`config.mk`:
```
export PLATFORM = sky130hd
export DESIGN_NAME = asp_serial_port
export DESIGN_NICKNAME = d
export VERILOG_FILES = /design/src/core/asp_pkg.sv /design/src/core/asp_pin_if.sv /design/src/core/asp_serial_port.sv /design/src/core/asp_pin_sync.sv
export VERILOG_INCLUDE_DIRS = /design/src /design/src/core
export SDC_FILE = /design/constraint.sdc
export NUM_CORES = 1
export LEC_CHECK = 0
export ABC_AREA = 1
export ABC_CLOCK_PERIOD_IN_PS = 2300
export BUFFER_PORTS_ARGS = -buffer_cell sky130_fd_sc_hd__buf_2
export CORE_UTILIZATION = 55
export CTS_CLUSTER_SIZE = 12
export DETAILED_ROUTE_END_ITERATION = 16
export GPL_TIMING_DRIVEN = 0
export PLACE_DENSITY = 0.87
export SYNTH_ARGS = -nofsm -noshare
export SYNTH_HDL_FRONTEND = slang
export SYNTH_SLANG_ARGS = --single-unit
export TNS_END_PERCENT = 100
```
`constraint.sdc`:
```
create_clock -name core_clk -period 2.3 [get_ports core_clk]
set_clock_uncertainty 0.2 [all_clocks]
set_input_delay 0 -clock core_clk [delete_from_list [all_inputs] [get_ports core_clk]]
set_output_delay 0 -clock core_clk [all_outputs]
set_load 0.05 [all_outputs]
```
`src/core/asp_params.svh`:
```
// Constants for the converter serial port: bit positions, widths and counts
//------------------------------------------------------------
// Summary of operation
//------------------------------------------------------------
`ifndef ASP_PARAMS_SVH
`define ASP_PARAMS_SVH

`define ASP_CFG_WIDTH 8
`define ASP_CHAN_HI 6
`define ASP_CHAN_LO 4
`define ASP_PAIR_POS 3
`define ASP_CHAN_WIDTH 3
`define ASP_RESULT_WIDTH 16
`define ASP_RESULT_MSB 15
`define ASP_CNT_WIDTH 4
`define ASP_CNT_ZERO 4'h0
`define ASP_CNT_ONE 4'h1
`define ASP_CNT_FULL 4'h8
`define ASP_RX_CLEAR 8'h00
`define ASP_RX_START 8'h01
`define ASP_RESULT_CLEAR 16'h0000
`define ASP_PIN_COUNT 3
`define ASP_PIN_RESET 3'h4
`define ASP_PIN_SEL 2
`define ASP_PIN_CLK 1
`define ASP_PIN_DATA 0

`endif

```
`src/core/asp_pkg.sv`:
```
// Types shared by the converter serial port modules
package asp_pkg;

	// Receive state, one-hot
	typedef enum logic [2:0] {
		ST_IDLE = 3'b001,
		ST_HUNT = 3'b010,
		ST_SHIFT = 3'b100
	} asp_state_type;

endpackage

```
`src/core/asp_pin_if.sv`:
```
// Synchronised pin levels and edge pulses passed from the sampler to the port core
`timescale 1ns/10ps

interface asp_pin_if;
	logic csLow;
	logic csFall;
	logic sclkRise;
	logic sclkFall;
	logic dinLevel;

	modport drv (
		output csLow,
		output csFall,
		output sclkRise,
		output sclkFall,
		output dinLevel
	);

	modport use_side (
		input csLow,
		input csFall,
		input sclkRise,
		input sclkFall,
		input dinLevel
	);
endinterface

```
`src/core/asp_serial_port.sv`:
```
// Serial control and data port of the converter: config byte in, result out, ready strobe
`timescale 1ns/10ps
`include "asp_params.svh"

module asp_serial_port (
	input wire logic core_clk,
	input wire logic rstn,
	input wire logic chipSelectN,
	input wire logic serialClk,
	input wire logic serialIn,
	output logic serialOut,
	output logic serialOutEn,
	output logic resultReadyStrobe,
	input wire logic internalClockMode,
	input wire logic resultValid,
	input wire logic [`ASP_RESULT_WIDTH-1:0] resultData,
	output logic [`ASP_CHAN_WIDTH-1:0] channelSelect,
	output logic inputPairingSelect,
	output logic configValid
);
	import asp_pkg::*;

	asp_pin_if pins ();

	asp_state_type state_reg;
	asp_state_type state_next;
	logic [`ASP_CFG_WIDTH-1:0] rxShift_reg;
	logic [`ASP_CFG_WIDTH-1:0] rxShift_next;
	logic [`ASP_CNT_WIDTH-1:0] bitCnt_reg;
	logic [`ASP_CNT_WIDTH-1:0] bitCnt_next;
	logic [`ASP_CHAN_WIDTH-1:0] chan_reg;
	logic [`ASP_CHAN_WIDTH-1:0] chan_next;
	logic pair_reg;
	logic pair_next;
	logic cfgValid_reg;
	logic cfgValid_next;
	logic [`ASP_RESULT_WIDTH-1:0] pending_reg;
	logic [`ASP_RESULT_WIDTH-1:0] pending_next;
	logic [`ASP_RESULT_WIDTH-1:0] txShift_reg;
	logic [`ASP_RESULT_WIDTH-1:0] txShift_next;
	logic serOut_reg;
	logic serOut_next;
	logic serOutEn_reg;
	logic serOutEn_next;
	logic strobe_reg;
	logic strobe_next;

	asp_pin_sync u_sync (
		.core_clk(core_clk),
		.rstn(rstn),
		.chipSelectN(chipSelectN),
		.serialClk(serialClk),
		.serialIn(serialIn),
		.pins(pins)
	);

	//------------------------------------------------------------
	// Configuration byte receiver
	//------------------------------------------------------------
	// Hunts for the start bit, then collects the remaining seven bits
	always_comb begin
		logic [`ASP_CFG_WIDTH-1:0] byteIn;
		byteIn = {rxShift_reg[`ASP_CFG_WIDTH-2:0], pins.dinLevel};
		state_next = state_reg;
		rxShift_next = rxShift_reg;
		bitCnt_next = bitCnt_reg;
		chan_next = chan_reg;
		pair_next = pair_reg;
		cfgValid_next = 1'b0;
		unique case (state_reg)
			ST_IDLE: begin
				// Clock and data are ignored while deselected
				rxShift_next = `ASP_RX_CLEAR;
				bitCnt_next = `ASP_CNT_ZERO;
				if (pins.csLow) begin
					state_next = ST_HUNT;
				end
			end
			ST_HUNT: begin
				if (!pins.csLow) begin
					state_next = ST_IDLE;
				end else if (pins.sclkRise && pins.dinLevel) begin
					// First one seen is the start bit, byte MSB
					rxShift_next = `ASP_RX_START;
					bitCnt_next = `ASP_CNT_ONE;
					state_next = ST_SHIFT;
				end
			end
			ST_SHIFT: begin
				if (!pins.csLow) begin
					// Partial byte dropped on deselect
					rxShift_next = `ASP_RX_CLEAR;
					bitCnt_next = `ASP_CNT_ZERO;
					state_next = ST_IDLE;
				end else if (pins.sclkRise) begin
					rxShift_next = byteIn;
					if (bitCnt_reg + `ASP_CNT_ONE == `ASP_CNT_FULL) begin
						chan_next = byteIn[`ASP_CHAN_HI:`ASP_CHAN_LO];
						pair_next = byteIn[`ASP_PAIR_POS];
						cfgValid_next = 1'b1;
						bitCnt_next = `ASP_CNT_ZERO;
						state_next = ST_HUNT;
					end else begin
						bitCnt_next = bitCnt_reg + `ASP_CNT_ONE;
					end
				end
			end
		endcase
	end

	always_ff @(posedge core_clk or negedge rstn) begin
		if (!rstn) begin
			state_reg <= ST_IDLE;
			rxShift_reg <= `ASP_RX_CLEAR;
			bitCnt_reg <= `ASP_CNT_ZERO;
			chan_reg <= '0;
			pair_reg <= 1'b0;
			cfgValid_reg <= 1'b0;
		end else begin
			state_reg <= state_next;
			rxShift_reg <= rxShift_next;
			bitCnt_reg <= bitCnt_next;
			chan_reg <= chan_next;
			pair_reg <= pair_next;
			cfgValid_reg <= cfgValid_next;
		end
	end

	//------------------------------------------------------------
	// Result shifter and ready strobe
	//------------------------------------------------------------
	// Result is loaded at select fall so a new result cannot tear a read
	always_comb begin
		pending_next = resultValid ? resultData : pending_reg;
		txShift_next = txShift_reg;
		serOut_next = serOut_reg;
		serOutEn_next = serOutEn_reg;
		if (!pins.csLow) begin
			serOutEn_next = 1'b0;
			serOut_next = 1'b0;
		end else if (pins.csFall) begin
			serOutEn_next = 1'b1;
			serOut_next = pending_reg[`ASP_RESULT_MSB];
			txShift_next = {pending_reg[`ASP_RESULT_MSB-1:0], 1'b0};
		end else if (pins.sclkFall) begin
			serOut_next = txShift_reg[`ASP_RESULT_MSB];
			txShift_next = {txShift_reg[`ASP_RESULT_MSB-1:0], 1'b0};
		end
		// Driven in every select state; a new result wins over the read clear
		if (!internalClockMode) begin
			strobe_next = 1'b0;
		end else if (resultValid) begin
			strobe_next = 1'b1;
		end else if (pins.csFall) begin
			strobe_next = 1'b0;
		end else begin
			strobe_next = strobe_reg;
		end
	end

	always_ff @(posedge core_clk or negedge rstn) begin
		if (!rstn) begin
			pending_reg <= `ASP_RESULT_CLEAR;
			txShift_reg <= `ASP_RESULT_CLEAR;
			serOut_reg <= 1'b0;
			serOutEn_reg <= 1'b0;
			strobe_reg <= 1'b0;
		end else begin
			pending_reg <= pending_next;
			txShift_reg <= txShift_next;
			serOut_reg <= serOut_next;
			serOutEn_reg <= serOutEn_next;
			strobe_reg <= strobe_next;
		end
	end

	// Every output straight from a flop
	assign serialOut = serOut_reg;
	assign serialOutEn = serOutEn_reg;
	assign resultReadyStrobe = strobe_reg;
	assign channelSelect = chan_reg;
	assign inputPairingSelect = pair_reg;
	assign configValid = cfgValid_reg;

	//------------------------------------------------------------
	// Checks
	//------------------------------------------------------------
	a_rx_sample: assert property (
		@(posedge core_clk) disable iff (!rstn)
		(state_reg == ST_SHIFT && pins.csLow && pins.sclkRise)
		|=> rxShift_reg[0] == $past(pins.dinLevel))
		else $error("input bit not shifted on clock rise");

	a_tx_next_bit: assert property (
		@(posedge core_clk) disable iff (!rstn)
		(pins.csLow && !pins.csFall && pins.sclkFall)
		|=> serialOut == $past(txShift_reg[`ASP_RESULT_MSB]))
		else $error("output bit not advanced on clock fall");

	a_out_float: assert property (
		@(posedge core_clk) disable iff (!rstn)
		!pins.csLow |=> !serialOutEn)
		else $error("output driven while deselected");

	a_rx_cleared: assert property (
		@(posedge core_clk) disable iff (!rstn)
		!pins.csLow |=> (bitCnt_reg == `ASP_CNT_ZERO && !configValid))
		else $error("receiver active while deselected");

	a_strobe_rise: assert property (
		@(posedge core_clk) disable iff (!rstn)
		(internalClockMode && resultValid) |=> resultReadyStrobe)
		else $error("strobe did not rise on result");

	a_strobe_ext: assert property (
		@(posedge core_clk) disable iff (!rstn)
		!internalClockMode |=> !resultReadyStrobe)
		else $error("strobe high in external clock mode");

	a_start_hunt: assert property (
		@(posedge core_clk) disable iff (!rstn)
		(state_reg == ST_HUNT && pins.csLow && pins.sclkRise && !pins.dinLevel)
		|=> state_reg == ST_HUNT)
		else $error("zero bit taken as start bit");

	a_cfg_fields: assert property (
		@(posedge core_clk) disable iff (!rstn)
		configValid |-> (channelSelect == $past(rxShift_reg[`ASP_CHAN_HI-1:`ASP_CHAN_LO-1])
			&& inputPairingSelect == $past(rxShift_reg[`ASP_PAIR_POS-1])))
		else $error("channel or pairing field wrong");
endmodule

```
`src/core/asp_pin_sync.sv`:
```
// Two-flop synchroniser and edge finder for select, serial clock and serial input
`timescale 1ns/10ps
`include "asp_params.svh"

module asp_pin_sync (
	input wire logic core_clk,
	input wire logic rstn,
	input wire logic chipSelectN,
	input wire logic serialClk,
	input wire logic serialIn,
	asp_pin_if.drv pins
);
	import asp_pkg::*;

	// Bit order in each stage: {select, clock, data}
	logic [`ASP_PIN_COUNT-1:0] meta_reg;
	logic [`ASP_PIN_COUNT-1:0] meta_next;
	logic [`ASP_PIN_COUNT-1:0] sync_reg;
	logic [`ASP_PIN_COUNT-1:0] sync_next;
	logic [`ASP_PIN_COUNT-1:0] prev_reg;
	logic [`ASP_PIN_COUNT-1:0] prev_next;

	function automatic logic edgeRise(input logic prevLevel, input logic curLevel);
		edgeRise = curLevel & ~prevLevel;
	endfunction

	//------------------------------------------------------------
	// Sampling chain
	//------------------------------------------------------------
	// First stage feeds only the second; edges are taken one stage later
	always_comb begin
		meta_next = {chipSelectN, serialClk, serialIn};
		sync_next = meta_reg;
		prev_next = sync_reg;
	end

	// Select resets high so the port starts deselected
	always_ff @(posedge core_clk or negedge rstn) begin
		if (!rstn) begin
			meta_reg <= `ASP_PIN_RESET;
			sync_reg <= `ASP_PIN_RESET;
			prev_reg <= `ASP_PIN_RESET;
		end else begin
			meta_reg <= meta_next;
			sync_reg <= sync_next;
			prev_reg <= prev_next;
		end
	end

	// Levels and one-cycle edge pulses; data stays aligned with clock edges
	assign pins.csLow = ~sync_reg[`ASP_PIN_SEL];
	assign pins.csFall = edgeRise(~prev_reg[`ASP_PIN_SEL], ~sync_reg[`ASP_PIN_SEL]);
	assign pins.sclkRise = edgeRise(prev_reg[`ASP_PIN_CLK], sync_reg[`ASP_PIN_CLK]);
	assign pins.sclkFall = edgeRise(~prev_reg[`ASP_PIN_CLK], ~sync_reg[`ASP_PIN_CLK]);
	assign pins.dinLevel = sync_reg[`ASP_PIN_DATA];
endmodule

```
==> metrics list, run 1 <==
* Outcome: complete, no violations
- Max-cap violations in this run came to 0.
* Placed Instances: 369
* Iteration count of the initial detailed-routing pass: 4
- After detailed routing, the average wire length per cell comes to 13.98 um.
- Total of flip-flops plus latches after synthesis: 60
* RSZ-0062 raised after global routing: false
- Largest area contributor in the synthesized netlist: sky130_fd_sc_hd__dfrtp_1
* Core Rows: 24
- Clock slew seen by the registers of the worst setup and hold paths: 0.06 ns
- Worst path max stage delay: 0.51 ns
- P_leak: 1.697 nW
- The longest clock path from root to sink contains 2 buffers.
- Share of the clock period used by the worst path: 82.68%
* Register area: 1506 um^2
- H-tree levels: 3
* Dominant cells by area after synthesis: sky130_fd_sc_hd__dfrtp_1, sky130_fd_sc_hd__nand2_1, sky130_fd_sc_hd__dfstp_2
* Count of mapped cells out of synthesis: 288
- Cells with a size suffix above 1 make up 18.51% of the layout.
- Filler Cell Count: 325
- For the finished layout, the period the worst path requires is 1.902 ns.
- Critical path cell sequence: buf_2 > inv_2 > a21oi_1 > buf_2 > buf_4 > a31oi_1
- Quantity of hold-fixing buffers added after cts: 29
* Layout overhead on the synthesized area: 25.75%
- The top cell type by area accounts for 54.21% of the synthesized area.
- Number of design rule violations left after detail routing: 0
* Endpoint class of the critical path: flop
* Kind of path behind the tightest hold check: in2async
- Cell chosen for the clock root: sky130_fd_sc_hd__clkbuf_8
- Setup violations remaining at the end of the flow were counted as 0.
- Half-perimeter wire length after detailed placement: 3166 um
- Sequential cells were found to cover 58.28% of the synthesized design area.
- Area of the mapped netlist: 2585 um^2
- Per-instance average area after synthesis: 8.976 um^2
- At the end of the flow the core is filled with cells to 73.14%.
- Number of different library cells in the post-synthesis netlist: 32
* Via-to-Cell Ratio: 5.367
- For the pin with the worst max-slew slack, the measured transition is 0.7627 ns.
- Total Power Consumption: 0.002755 W
- In the final timing run, aggregate negative setup slack is 0 ns.
- Post-CTS repair timing setup buffer count: 0
* CORE AREA: 4444 um^2
* Clock tree from TritonCTS: done
* Required arrival time at the worst endpoint: 2.31 ns
* DRT antenna net count: 0
* Antenna violations before repair: 0
- Synthesis produced a netlist with a net count of 313.
- The register with the most flip-flops in the layout has 16 of them.
- F_max: 525.9 MHz
* Count of instances resized after the clock tree is built: 0
- Most instantiated cells after synthesis: sky130_fd_sc_hd__nand2_1, sky130_fd_sc_hd__dfrtp_1, sky130_fd_sc_hd__inv_1
- Final standard cell count with taps included and fillers excluded: 414
* Number of warnings reported in the yosys synthesis log: 0
- Final setup slack of the worst path: 0.3984 ns
* Number of buffers and inverters on the critical path: 4
- Fraction of registers with async set or reset after synthesis: 100.0%
- Largest voltage drop on the vdd net: 0.6355 mV
- At the end of the flow, the number of nets in the layout was 382.
- Entering global routing, the biggest net connects 61 pins.
- Count of input and output buffers: 29
* Top cell by count, worst path: sky130_fd_sc_hd__buf_2
* Die Wd: 70.56 um
* Slack of the worst reg-to-reg path: 0.40 ns
- Routability-driven placement finished with a final weighted congestion of 0.8279.
- Data on the critical path arrives at its endpoint at 1.91 ns.
- Clock latency reported for the late side of the worst-skew pair: 0.33 ns
* Pre-CTS setup slack: 0.5008 ns
- Post-Route WL: 5786 um
- Number of global-route vias before repair: 2216
* Total vias in the final route: 2222
* Number of hold violations in the final report: 0
- The total overflow left after global routing is 0.
- The floorplan step defined a die boundary enclosing 4978 um^2.
- Critical-path cell with the highest stage delay: sky130_fd_sc_hd__dfstp_2
- Measured along the y axis, the die boundary spans 70.56 um.
* Number of DRC markers in iteration 0: 225
- Global routing consumed, on the met1 layer, 32.66% of the routing resources.
- Max Slew Vio Count: 0
- 31 I/O pins were placed.
- The repair_antennas step left the layout with diodes totalling 0.
- For this run, global-route usage on met2 was measured as 42.72%.
- Yosys instantiated no cell more often than sky130_fd_sc_hd__nand2_1.
- In the global route stage, met3 resource usage came out at 5.413%.
- Number of enable flip-flop cells after synthesis: 0
* Global-route layer with the greatest usage: met2
* Dominant register cell in the synthesized netlist: sky130_fd_sc_hd__dfrtp_1
* Area of the multi-input gates: 895.9 um^2
* Crit start category: flop
- Number of buffers created by CTS: 9
- On the critical path the largest part of the delay comes from buffers and inverters.
- P per Cell Area: 847.6 nW/um^2
- The first global-routing pass estimated 9853 um of wire.
- Across every metal layer, demand over resource in global routing totals 25.86%.
* Worst slew margin: 49.15%
- Num Clock Sinks: 60
* Starting utilization of the core area: 58.16%
- The worst setup path is of the reg2reg kind.
* Largest driver fanout on the critical path: 10
[layout by cell type, fill, tap and decap left out, drive strengths merged]
cell | netlist | routed
o21ai | 24 | 24
nand4 | 4 | 4
dlygate4sd3 | 0 | 29
nor3 | 2 | 2
a21oi | 3 | 3
a31oi | 5 | 5
clkinv | 1 | 3
o211ai | 7 | 7
buf | 8 | 37
inv | 28 | 28
dfstp | 4 | 4
clkbuf | 3 | 17
ha | 2 | 2
a21boi | 1 | 1
a311oi | 1 | 1
nand2 | 111 | 111
nor2 | 15 | 15
o22ai | 1 | 1
nand3 | 12 | 12
dfrtp | 56 | 56
[power breakdown]
part | switching (W) | internal (W) | total, W | leakage [nW]
registers | 0.000101 | 0.00120 | 0.00130 | 0.744
logic | 0.000404 | 0.000240 | 0.000644 | 0.869
clock network | 0.000393 | 0.000419 | 0.000812 | 0.0844
[area by class of cell]
cell class	instances	share of cell area, %
clock buffer	14	4.696
multi-input combinational	188	27.56
clock inverter	2	0.3079
timing repair buffer	58	13.47
inverter	29	3.580
buffer	11	2.040
tap	52	2.002
sequential	60	46.34
[per-stage QoR]
step | hold slack [ns] | cell area [um^2]
CTS | 0.02861 | 3248
global route | 0.1062 | 3251
global placement | -0.09551 | 2795
finish | 0.05264 | 3251
detailed placement | -0.08870 | 2795
floorplan | -0.4956 | 2585
[worst reg2reg max path: cells and delay by family, from the launching register on]
kind	cells	cell delay, ns
compound gates	2	0.31
buf+inv	4	0.77
flops	1	0.51
[worst paths after layout]
check	from	depth (start not counted)	end
worst min-delay path	rstn	2	channelSelect[1]$_DFFE_PN0P_
max in group asynchronous	rstn	2	txShift_reg[12]$_DFFE_PN0P_
worst max-delay path	u_sync.prev_reg[2]$_DFF_PN1_	6	txShift_reg[2]$_DFFE_PN0P_
worst min register to register	u_sync.meta_reg[1]$_DFF_PN0_	0	u_sync.prev_next[1]$_DFF_PN0_
worst max register to register	u_sync.prev_reg[2]$_DFF_PN1_	6	txShift_reg[2]$_DFFE_PN0P_
min in group core_clk	resultValid	4	pending_reg[1]$_DFFE_PN0P_
[logic make-up (layout without fill, tap and decap cells)]
group	Yosys count	after routing	synth area share, %
AND/OR/NAND/NOR	144	144	24.20
buffers and inverters	40	114	7.067
flip-flops	60	60	58.28
AO/OA/AOI/OAI	42	42	9.487
adder cells (fa/ha/maj)	2	2	0.9679
[per-layer routing]
metal,part of all wire [%],vias to the layer above
li1,-,1057
met1,44,1073
met2,49,76
met3,5.2,16
met4,2.6,0
met5,0,-
Note: power is estimated with default switching activity, not from simulation.
==> inputs of run 2 (changes only) <==
- ABC_CLOCK_PERIOD_IN_PS: 2300 -> 1750
- clock period: 2.3 -> 1.75 ns (I/O delays scaled with it)
==> run 2 against run 1 <==
- fmax up 15%
- wire length rose by 3.5%
- global-route usage grew 1.1 points
- largest cell class unchanged
- largest power group unchanged
- highest routed layer unchanged
==> metrics list, run 2 (same netlist as run 1, synthesis figures left out) <==
- Outcome: complete, no violations
* Maximum number of pins on one net before global-route repair: 61 (unchanged)
- Die Wd: 70.56 um (unchanged)
* Total Neg Setup Slack: 0 ns (unchanged)
- The required time at the endpoint of the critical path is 1.77 ns (-0.54 ns).
- Die Y-Extent: 70.56 um (unchanged)
- The total routed wirelength was 5986 um (+3.5%).
- Reg-to-reg startpoint: u_sync.prev_next[2]$_DFF_PN1_
* Critical Path Start: u_sync.prev_next[2]$_DFF_PN1_
* Max_cap viols: 0 (unchanged)
- Fraction of final layout cells sized beyond drive strength 1: 20.27% (+1.8 points)
* Critical-path cell with the highest stage delay: sky130_fd_sc_hd__dfstp_2
- Clock tree synthesis selected as its root buffer the cell sky130_fd_sc_hd__clkbuf_8.
- The final RePlAce weighted congestion was 0.8279 (unchanged).
- The count of fill cells added during filler insertion was 306 (-5.8%).
* Half-perimeter wire length after detailed placement: 3166 um (unchanged)
- The wire length of the first global-routing pass came to 10210 um (+3.6%).
- Count of input and output buffers: 29 (unchanged)
* Overall overflow remaining after global route: 0 (unchanged)
* Largest driver fanout on the critical path: 10 (unchanged)
- The number of endpoints failing setup at the final stage came to 0 (unchanged).
- Number of hold violations in the final report: 0 (unchanged)
* R2R depth: 7 (+1)
- Total vias in the final route: 2244 (+0.99%)
- Family with the most delay on the worst path: flip-flops
- Leaving out fill and tap cells, the most frequent cell in the layout is sky130_fd_sc_hd__nand2_1.
* Total Power Consumption: 0.003679 W (+34%)
- Slack of the worst reg-to-reg path: 0.09 ns (-0.30 ns)
- The all-layer global routing usage is 26.96% (+1.1 points).
- Share of the clock period used by the worst path: 94.59% (+12 points)
- Final critical-path required period: 1.655 ns (-0.2464 ns)
* Final setup slack of the worst path: 0.09472 ns (-0.3036 ns)
- Crit start category: flop
- The final cell count without fillers was 417 (+0.72%).
- The clock insertion delay at the later pin of the skew report is 0.34 ns (about the same).
- Pre-CTS setup slack: -0.04917 ns (-0.5500 ns)
- The total core area was 4444 um^2 (unchanged).
* Critical path cell sequence: buf_6 > inv_4 > nand4_2 > nand2_4 > buf_6 > nand2_1 > o21ai_1
- The CTS H-tree depth came to 3 (unchanged).
- The routed via count divided by cell count came to 5.381 (+0.26%).
* Clock slew seen by the registers of the worst setup and hold paths: 0.07 ns (about the same)
- The initial standard-cell utilization of the core came to 58.16% (unchanged).
* F_max: 604.1 MHz (+15%)
* Average wire per cell in the routed design: 14.35 um (+2.7%)
* Largest voltage drop on the vdd net: 0.8215 mV (+29%)
- The worst setup path is captured at a flop.
- Compared with the post-synthesis result, the final layout area differs by 27.98%.
- The first-pass iteration count of the detailed router came to 5 (+1).
- The number of antenna violations at the first check in global routing was 0 (unchanged).
- The static leakage power came to 1.727 nW (+1.7%).
- The number of DRC violations after detailed-routing iteration 0 came to 157 (-30%).
- The min-delay analysis places its worst path in the category in2async.
- P per Cell Area: 1112 nW/um^2 (+31%)
* Number of buffers created by CTS: 9 (unchanged)
* Worst slew margin: 50.53% (+1.4 points)
* Worst path max stage delay: 0.54 ns (+0.03 ns)
* Number of top-level design ports: 31 (unchanged)
- Placed Instances: 369 (unchanged)
- The total number of nets in the final design was 385 (+0.79%).
- The count of final max-slew check failures came to 0 (unchanged).
- DRT antenna net count: 0 (unchanged)
- The number of diodes added for antenna fixing is 0 (unchanged).
- The count of unresolved DRC violations after routing was 0 (unchanged).
- Critical path class: reg2reg
- Clock tree from TritonCTS: done
- The transition at the pin with the smallest max-transition slack was 0.7420 ns (-0.02068 ns).
* Worst path depth: 7 (+1)
- The area of the multi-input gates was 905.9 um^2 (+1.1%).
- The worst-case clock buffer depth was 2 (unchanged).
- The signal arrival time at the worst endpoint was 1.68 ns (-0.23 ns).
- Number of global-route vias before repair: 2271 (+2.5%)
* Die ar.: 4978 um^2 (unchanged)
- Num Clock Sinks: 60 (unchanged)
- R2r endpoint: rxShift_reg[2]$_DFFE_PN0P_
- The critical path ends at rxShift_reg[2]$_DFFE_PN0P_.
- The number of rows created at floorplan came to 24 (unchanged).
- Flip-flop count of the largest register, all copies and words added: 16 (unchanged)
* Number of buffers and inverters on the critical path: 3 (-1)
- Leaving out fill and tap cells, the most frequent cells in the layout are sky130_fd_sc_hd__nand2_1, sky130_fd_sc_hd__dfrtp_1, sky130_fd_sc_hd__buf_2, sky130_fd_sc_hd__dlygate4sd3_1, sky130_fd_sc_hd__inv_1.
- Among the stages of the critical path, the cell type that occurs most often is sky130_fd_sc_hd__buf_6.
* Register area: 1508 um^2 (about the same)
run 2: layer usage:
layer  GRT usage, %  up-vias  wire length [um]
met4          16.22        0               266
li1               -     1061                 -
met3          5.413       26               239
met5              0        -                 0
met2          44.98       73              2973
met1          32.69     1084              2506
run 2: final cells by class:
type | instances | share of cell area, %
flip-flops and latches | 60 | 45.58
multi-input cells | 188 | 27.38
repair buffers | 62 | 14.45
clock buffers | 14 | 4.614
inverters | 29 | 3.517
plain buffers | 10 | 2.194
well taps | 52 | 1.967
clock inverters | 2 | 0.3026
run 2: how the worst min path moves through the flow:
stage / from / endpoint / slack, ns / cells after the start
final: rstn / rxShift_reg[1]$_DFFE_PN0P_ / 0.06 / 2
after global routing: serialClk / u_sync.meta_reg[1]$_DFF_PN0_ / 0.10 / 2
after CTS: serialIn / u_sync.meta_reg[0]$_DFF_PN0_ / 0.10 / 2
after detailed placement: serialIn / u_sync.meta_reg[0]$_DFF_PN0_ / -0.09 / 1
after global placement: chipSelectN / u_sync.meta_reg[2]$_DFF_PN1_ / -0.1 / 1
after floorplan: rstn / bitCnt_reg[0]$_DFFE_PN0P_ / -0.50 / 0
run 2: repair_timing:
action                                 4_1_cts  5_1_grt
endpoints found under the hold margin       76        0
gates resized for setup                      1        8
setup endpoints to repair                   10       22
hold buffers                                28        0
buffers inserted                             2        3
run 2: metrics by stage:
stage	hold slack, ns	area, um^2	utilization, %
4_1_cts	0.1037	3268	73.54
3_3_place_gp	-0.09551	2795	62.89
6_report	0.06460	3308	74.44
5_1_grt	0.1031	3308	74.44
2_1_floorplan	-0.4956	2585	-
3_5_place_dp	-0.08870	2795	62.89
run 2: worst register-to-register path: cells and delay by family, from the launching register on:
family | cells | cell delay (ns)
DFF | 1 | 0.54
buffers and inverters | 3 | 0.41
and+or+nand+nor | 3 | 0.33
AOI/OAI and AO/OA | 1 | 0.07
run 2: report_power, final:
part	switching, W	total, W	internal [W]
registers	0.000120	0.00170	0.00158
clock network	0.000527	0.00108	0.000550
logic	0.000562	0.000904	0.000341
